===== src/lcg_defs.vh =====
// register map, field positions and reset values of the logic cell input stage
`ifndef LCG_DEFS_VH
`define LCG_DEFS_VH

// word offsets on the system bus (byte addresses)
`define LCG_ADDR_CTRL 8'h00
`define LCG_ADDR_POL 8'h04
`define LCG_ADDR_SEL 8'h08
`define LCG_ADDR_GLO 8'h0C
`define LCG_ADDR_GHI 8'h10
`define LCG_ADDR_STAT 8'h14

// control register fields
`define LCG_CTRL_EN_BIT 15
`define LCG_CTRL_MASK 16'h8000

// polarity register: four bits, rest read zero
`define LCG_POL_W 4
`define LCG_POL_MASK 16'h000F

// source select fields, 3 bits each
`define LCG_SEL_MUX1_LSB 0
`define LCG_SEL_MUX2_LSB 4
`define LCG_SEL_MUX3_LSB 8
`define LCG_SEL_MUX4_LSB 12
`define LCG_SEL_MASK 16'h7777

// gate enables: one byte per gate, low byte gate 1 (or 3)
`define LCG_GATE_BYTE_W 8

// reset values
`define LCG_RST_CTRL 16'h0000
`define LCG_RST_POL 16'h0000
`define LCG_RST_SEL 16'h0000
`define LCG_RST_GATE 16'h0000

`endif


===== src/lcg_gate.v =====
// one input gate: or of enabled true and negated sources, then polarity
`timescale 1ns/1ns
`default_nettype none

module lcg_gate (
  input wire [3:0] data_i,
  input wire [7:0] enable_i,
  input wire invert_i,
  output wire gate_o
);

  wire [7:0] terms;

  // byte layout per source n: bit 2n+1 true, bit 2n negated
  genvar n;
  generate
    for (n = 0; n < 4; n = n + 1) begin : g_src
      assign terms[2*n+1] = enable_i[2*n+1] & data_i[n];
      assign terms[2*n] = enable_i[2*n] & ~data_i[n];
    end
  endgenerate

  // no enables gives zero before polarity
  assign gate_o = (|terms) ^ invert_i;

endmodule // lcg_gate

`default_nettype wire


===== src/lcg_cell.v =====
// input stage of a configurable logic cell with a wishbone register slave
//
// Implementation choices: the address map and the Wishbone interface to the registers.
`timescale 1ns/1ns
`default_nettype none
`include "lcg_defs.vh"

// Summary of operation
// - each of four polarity bits inverts its gate result when set.
// - polarity bits 15 to 4 store nothing and read zero.
// - source select holds four 3-bit selectors, gaps read zero.
// - mux 1 routes pin a, cycle clock, osc, rc, ref clock, 0, t2, t3.
// - mux 2 routes pin b, cell, cmp1, tx, adc, dma0, cmp ev 1, 2.
// - mux 3 routes pin a, own cell, cmp2, sdo, rx, dma1, ev 2, 3.
// - mux 4 routes pin b, cell, cmp3, sdi, touch trig, 0, ev 1, 3.
// - code 001 picks the paired cell on mux 2 and 4, own on mux 3.
// - serial sources follow the cell number; cell 4 lacks sdi and sdo.
// - low enable register holds gate 2 in the high byte, gate 1 low.
// - a set true enable feeds the plain source into its gate.
// - a set negated enable feeds the inverted source into its gate.
// - each gate ors all enabled terms, up to eight.
// - high enable register holds gate 4 high byte, gate 3 low byte.
// - with the cell disabled the gate outputs are driven zero.
module lcg_cell #(
  parameter CELL_NUM = 1
) (
  input wire clk_i,
  input wire rst_i,
  input wire wb_cyc_i,
  input wire wb_stb_i,
  input wire wb_we_i,
  input wire [7:0] wb_adr_i,
  input wire [3:0] wb_sel_i,
  input wire [31:0] wb_dat_i,
  output reg [31:0] wb_dat_o,
  output reg wb_ack_o,
  output reg wb_err_o,
  input wire cell_input_pin_a_i,
  input wire cell_input_pin_b_i,
  input wire cycle_clock_i,
  input wire secondary_osc_clock_i,
  input wire low_power_rc_clock_i,
  input wire reference_clock_out_i,
  input wire timer2_match_i,
  input wire timer3_match_i,
  input wire own_cell_out_i,
  input wire pair_cell_out_i,
  input wire comparator1_out_i,
  input wire comparator2_out_i,
  input wire comparator3_out_i,
  input wire serial_tx_i,
  input wire serial_rx_i,
  input wire serial_periph_data_in_i,
  input wire serial_periph_data_out_i,
  input wire adc_done_irq_i,
  input wire dma0_irq_i,
  input wire dma1_irq_i,
  input wire touch_adc_trigger_i,
  input wire compare1_event_flag_i,
  input wire compare2_event_flag_i,
  input wire compare3_event_flag_i,
  output reg [3:0] gate_o,
  output reg cell_enable_o
);

  // serial peripheral data exists on cells 1 to 3 only
  localparam HAS_SPI = (CELL_NUM != 4) ? 1'b1 : 1'b0;

  // ==========================================================
  // registers
  reg [15:0] ctrl_q;
  reg [15:0] pol_q;
  reg [15:0] sel_q;
  reg [15:0] glo_q;
  reg [15:0] ghi_q;

  wire req;
  wire mapped;
  wire [1:0] wr_lo;
  reg [15:0] rd_d;

  assign req = wb_cyc_i & wb_stb_i & ~wb_ack_o & ~wb_err_o;
  assign mapped = (wb_adr_i == `LCG_ADDR_CTRL) ||
                  (wb_adr_i == `LCG_ADDR_POL) ||
                  (wb_adr_i == `LCG_ADDR_SEL) ||
                  (wb_adr_i == `LCG_ADDR_GLO) ||
                  (wb_adr_i == `LCG_ADDR_GHI) ||
                  (wb_adr_i == `LCG_ADDR_STAT);
  assign wr_lo = wb_sel_i[1:0];

  // byte-lane merge of a 16-bit register with write data
  function [15:0] merge;
    input [15:0] old;
    input [15:0] nw;
    input [1:0] lanes;
    input [15:0] mask;
    begin
      merge = old;
      if (lanes[0]) begin
        merge[7:0] = nw[7:0];
      end
      if (lanes[1]) begin
        merge[15:8] = nw[15:8];
      end
      merge = merge & mask;
    end
  endfunction

  always @(posedge clk_i) begin
    if (rst_i) begin
      ctrl_q <= `LCG_RST_CTRL;
      pol_q <= `LCG_RST_POL;
      sel_q <= `LCG_RST_SEL;
      glo_q <= `LCG_RST_GATE;
      ghi_q <= `LCG_RST_GATE;
    end else if (req && wb_we_i) begin
      case (wb_adr_i)
        `LCG_ADDR_CTRL: begin
          ctrl_q <= merge(ctrl_q, wb_dat_i[15:0], wr_lo, `LCG_CTRL_MASK);
        end
        `LCG_ADDR_POL: begin
          pol_q <= merge(pol_q, wb_dat_i[15:0], wr_lo, `LCG_POL_MASK);
        end
        `LCG_ADDR_SEL: begin
          sel_q <= merge(sel_q, wb_dat_i[15:0], wr_lo, `LCG_SEL_MASK);
        end
        `LCG_ADDR_GLO: begin
          glo_q <= merge(glo_q, wb_dat_i[15:0], wr_lo, 16'hFFFF);
        end
        `LCG_ADDR_GHI: begin
          ghi_q <= merge(ghi_q, wb_dat_i[15:0], wr_lo, 16'hFFFF);
        end
        default: begin
          ctrl_q <= ctrl_q;
        end
      endcase
    end
  end

  // ==========================================================
  // read mux
  always @* begin
    case (wb_adr_i)
      `LCG_ADDR_CTRL: rd_d = ctrl_q;
      `LCG_ADDR_POL: rd_d = pol_q;
      `LCG_ADDR_SEL: rd_d = sel_q;
      `LCG_ADDR_GLO: rd_d = glo_q;
      `LCG_ADDR_GHI: rd_d = ghi_q;
      `LCG_ADDR_STAT: rd_d = {12'h000, gate_o};
      default: rd_d = 16'h0000;
    endcase
  end

  // one wait state: ack or err one cycle after the request is seen
  always @(posedge clk_i) begin
    if (rst_i) begin
      wb_ack_o <= 1'b0;
      wb_err_o <= 1'b0;
      wb_dat_o <= 32'h0000_0000;
    end else begin
      wb_ack_o <= req & mapped;
      wb_err_o <= req & ~mapped;
      wb_dat_o <= (req && mapped && !wb_we_i) ? {16'h0000, rd_d} :
                  32'h0000_0000;
    end
  end

  // ==========================================================
  // data source multiplexers
  wire [2:0] s1 = sel_q[`LCG_SEL_MUX1_LSB +: 3];
  wire [2:0] s2 = sel_q[`LCG_SEL_MUX2_LSB +: 3];
  wire [2:0] s3 = sel_q[`LCG_SEL_MUX3_LSB +: 3];
  wire [2:0] s4 = sel_q[`LCG_SEL_MUX4_LSB +: 3];
  reg [3:0] data_d;

  always @* begin
    case (s1)
      3'h0: data_d[0] = cell_input_pin_a_i;
      3'h1: data_d[0] = cycle_clock_i;
      3'h2: data_d[0] = secondary_osc_clock_i;
      3'h3: data_d[0] = low_power_rc_clock_i;
      3'h4: data_d[0] = reference_clock_out_i;
      3'h6: data_d[0] = timer2_match_i;
      3'h7: data_d[0] = timer3_match_i;
      default: data_d[0] = 1'b0;
    endcase
    case (s2)
      3'h0: data_d[1] = cell_input_pin_b_i;
      3'h1: data_d[1] = pair_cell_out_i;
      3'h2: data_d[1] = comparator1_out_i;
      3'h3: data_d[1] = serial_tx_i;
      3'h4: data_d[1] = adc_done_irq_i;
      3'h5: data_d[1] = dma0_irq_i;
      3'h6: data_d[1] = compare1_event_flag_i;
      default: data_d[1] = compare2_event_flag_i;
    endcase
    case (s3)
      3'h0: data_d[2] = cell_input_pin_a_i;
      3'h1: data_d[2] = own_cell_out_i;
      3'h2: data_d[2] = comparator2_out_i;
      3'h3: data_d[2] = serial_periph_data_out_i & HAS_SPI;
      3'h4: data_d[2] = serial_rx_i;
      3'h5: data_d[2] = dma1_irq_i;
      3'h6: data_d[2] = compare2_event_flag_i;
      default: data_d[2] = compare3_event_flag_i;
    endcase
    case (s4)
      3'h0: data_d[3] = cell_input_pin_b_i;
      3'h1: data_d[3] = pair_cell_out_i;
      3'h2: data_d[3] = comparator3_out_i;
      3'h3: data_d[3] = serial_periph_data_in_i & HAS_SPI;
      3'h4: data_d[3] = touch_adc_trigger_i;
      3'h6: data_d[3] = compare1_event_flag_i;
      3'h7: data_d[3] = compare3_event_flag_i;
      default: data_d[3] = 1'b0;
    endcase
  end

  // ==========================================================
  // input gates
  wire [31:0] gate_en = {ghi_q, glo_q};
  wire [3:0] gate_d;

  genvar g;
  generate
    for (g = 0; g < 4; g = g + 1) begin : g_gate
      lcg_gate u_gate (
        .data_i(data_d),
        .enable_i(gate_en[g*8 +: 8]),
        .invert_i(pol_q[g]),
        .gate_o(gate_d[g])
      );
    end
  endgenerate

  always @(posedge clk_i) begin
    if (rst_i) begin
      gate_o <= 4'h0;
      cell_enable_o <= 1'b0;
    end else begin
      cell_enable_o <= ctrl_q[`LCG_CTRL_EN_BIT];
      gate_o <= ctrl_q[`LCG_CTRL_EN_BIT] ? gate_d : 4'h0;
    end
  end

endmodule // lcg_cell

`default_nettype wire


===== config.mk =====
export PLATFORM = sky130hd
export DESIGN_NAME = lcg_cell
export DESIGN_NICKNAME = d
export VERILOG_FILES = /design/src/lcg_gate.v /design/src/lcg_cell.v
export VERILOG_INCLUDE_DIRS = /design/src
export SDC_FILE = /design/constraint.sdc
export NUM_CORES = 1
export LEC_CHECK = 0
export ABC_AREA = 1
export BUFFER_PORTS_ARGS = -buffer_cell sky130_fd_sc_hd__buf_2
export CAP_MARGIN = 20
export CORE_MARGIN = 8
export CORE_UTILIZATION = 40
export DETAILED_ROUTE_END_ITERATION = 8
export PLACE_DENSITY = 0.65
export SLEW_MARGIN = 20
export SYNTH_ARGS = -nofsm -noshare
export SYNTH_HDL_FRONTEND = slang
export SYNTH_HIERARCHICAL = 1
export SYNTH_SLANG_ARGS = --single-unit

===== constraint.sdc =====
create_clock -name clk_i -period 3.3 [get_ports clk_i]
set_input_delay 0.66 -clock clk_i [delete_from_list [all_inputs] [get_ports clk_i]]
set_output_delay 0.66 -clock clk_i [all_outputs]
set_load 0.02 [all_outputs]

==> impl_metrics.env <==
export IMPL_multiInputGateArea_mm2=0.00208
export IMPL_share_of_the_yosys_chip_area_belonging_to_registers=0.361
export IMPL_yosys_register_bits=72
export IMPL_area_growth_syn_to_layout_pct=16.1
export IMPL_period_share=0.637
export IMPL_critical_path_required_ns=3.54
export IMPL_p_per_area_mw_per_mm2=384
export IMPL_drt_pre_antenna_iters=5
export IMPL_final_core_util=0.477
export IMPL_clock_latency_ns=0.35
export IMPL_total_global_route_track_usage=0.159
export IMPL_cts_tree="done"
export IMPL_fin_clk_skew_ns=0.00898
export IMPL_timing_critical_path_from_type="flop"
export IMPL_clock_root_buffer="clkbuf_8"
export IMPL_timing_max_slew_rel_slack=0.521
export IMPL_grt_first_pass_wirelength_um=17000
export IMPL_drive_above_1_share=0.198
export IMPL_chipWidth_um=116
export IMPL_start_util=0.410
export IMPL_worst_setup_path_end_kind="flop"
export IMPL_die_height_um=116
export IMPL_finalHoldViolCount=0
export IMPL_drt_drc_violations_left=0
export IMPL_antenna_violations_before_repair=0
export IMPL_dp_hpwl_um=7800
export IMPL_final_setup_viols=0
export IMPL_finalMaxSlewViolations=0
export IMPL_clk_pin_slew_ns=0.08
export IMPL_first_iter_violations=235
export IMPL_gp_congestion=0.801
export IMPL_cts_repair_resize_count=0
export IMPL_rsz_0062_raised_after_global_routing="no"
export IMPL_fmax_ghz=0.476
export IMPL_port_buffer_count=77
export IMPL_routed_wire_length_per_instance_um=12.0
export IMPL_syn_mean_instance_area_um2=6.07
export IMPL_cts_buffers=9
export IMPL_grt_pass1_vias=3696
export IMPL_design_portCount=112
export IMPL_cts_hold_buffers=0
export IMPL_worstMarginPinSlew_ns=0.719
export IMPL_clock_sink_count=72
export IMPL_hold_path_class="flop to flop"
export IMPL_ir_worst_vdd_mv=0.250
export IMPL_post_synth_inst_count=658
export IMPL_netlist_top_cell_by_area="dfxtp_1"
export IMPL_core_area_mm2=0.00973
export IMPL_synth_top_cell_area_share=0.361
export IMPL_fillerInstances=1037
export IMPL_drt_wl_total_um=10400
export IMPL_cp_max_fo=8
export IMPL_max_cap_violations=0
export IMPL_total_vias_in_the_final_route=3835
export IMPL_yosysUniqueCellTypes=28
export IMPL_ant_nets=0
export IMPL_top_library_cells_by_usage_in_the_layout_fill_and_taps_aside="234 x nand2_1, 147 x nor2_1, 77 x inv_1, 77 x buf_2, 72 x dfxtp_1"
export IMPL_commonest_non_fill_non_tap_cell_in_the_layout="nand2_1"
export IMPL_setup_total_negative_slack_ns=0
export IMPL_grt_start_max_net_pins=50
export IMPL_post_cts_setup_buffer_count=0
export IMPL_synthesis_yosys_warnings=6
export IMPL_cellLeakagePower_uw=0.00231
export IMPL_seq_area_mm2=0.00144
export IMPL_routed_via_density=4.40
export IMPL_status="finished clean"
export IMPL_std_cell_rows=36
export IMPL_critical_path_class="flop to flop"
export IMPL_worstPathArrival_ns=2.34
export IMPL_syn_cell_area_mm2=0.00399
export IMPL_cts_htree_levels=3
export IMPL_grt_overflow_total=0
export IMPL_top_post_synthesis_cells_by_area="dfxtp_1 36%, nand2_1 22%, nor2_1 14%"
export IMPL_num_nets_final=807
export IMPL_floorplan_die_area_mm2=0.0134
export IMPL_cts_path_max_buffers=2
export IMPL_diodes=0
export IMPL_minimum_clock_period_ns=2.10
## synth_stat cells
master	count
a21oi_1	7
a22o_1	1
a31oi_1	1
a32oi_1	1
buf_1	3
buf_12	1
buf_2	5
buf_4	19
buf_6	1
clkbuf_1	3
conb_1	1
dfxtp_1	72
inv_1	77
inv_2	3
inv_4	1
nand2_1	234
nand2_2	6
nand3_1	24
nand3_2	2
nor2_1	147
nor2_2	28
nor2_4	5
nor2_8	2
nor3_1	1
o211ai_1	3
o21a_1	1
o21ai_0	8
or2_2	1
## critical path, cell delays in order, from the launching register on
cell     delay, ns
dfxtp_1       0.49
nor2_1        0.08
nor2_1        0.08
o21ai_0       0.08
a32oi_1       0.60
inv_1         0.09
nand2_1       0.09
nand2_1       0.06
nor2_2        0.16
nand2_1       0.08
nand2_1       0.06
nand2_1       0.04
inv_1         0.04
nor2_1        0.04
## per-layer routing
metal,share of wire,GRT usage
met2,0.46,0.256
met4,0.018,0.0726
met5,0,0
met1,0.45,0.199
met3,0.066,0.0313
## report_power, final
part	internal (uW)	leakage, uW	switching (uW)	total (uW)
clock	442	0.000112	334	776
combinational	46.2	0.00162	89.2	135
sequential	869	0.000580	0.432	869
total	1360	0.00231	423	1780
## final timing paths
check                          startpoint                       end  slack, ns  cells past startpoint
setup / recovery   sel_q[14]$_SDFFE_PP0P_      gate_o[0]$_SDFF_PP0_       1.20                     13
hold / removal    ctrl_q[15]$_SDFFE_PP0P_  cell_enable_o$_SDFF_PP0_       0.48                      2
setup reg to reg   sel_q[14]$_SDFFE_PP0P_      gate_o[0]$_SDFF_PP0_       1.20                     13
hold reg to reg   ctrl_q[15]$_SDFFE_PP0P_  cell_enable_o$_SDFF_PP0_       0.48                      2
## cell type report
type	count	share of cell area
clock buffers	10	0.0297
clock inverters	6	0.0178
inverters	81	0.0661
multi-input cells	488	0.448
flip-flops and latches	72	0.311
well taps	133	0.0359
repair buffers	82	0.0912
## flip-flops by register name (all words and copies together), names as in the netlist
signal / flops
cell_enable_o: 1
ctrl_q: 1
gate_o: 4
ghi_q: 16
glo_q: 16
pol_q: 4
sel_q: 12
wb_ack_o: 1
wb_dat_o: 16
wb_err_o: 1
## cell families (layout without fill, tap and decap cells)
group | Yosys count | in the layout | share of synthesized area
flops | 72 | 72 | 0.361
compound gates | 22 | 22 | 0.0323
simple gates | 450 | 450 | 0.474
other cells | 1 | 16 | 0.000939
buf+inv | 113 | 179 | 0.132
## through the flow
| stage | hold slack, ns | setup WS, ns | total power (uW) | cell area, um^2 | std cells |
|---|---|---|---|---|---|
| final | 0.482 | 1.20 | 1780 | 4640 | 872 |
| after floorplan | 0.437 | 1.30 | 984 | 4050 | 673 |
| after detailed placement | 0.468 | 0.914 | 1020 | 4420 | 856 |
| after global placement | 0.457 | 0.941 | 1020 | 4420 | 856 |
| after global routing | 0.516 | 1.00 | 1850 | 4640 | 872 |
| after CTS | 0.480 | 1.18 | 1790 | 4640 | 872 |
(Power assumes the default switching activity.)
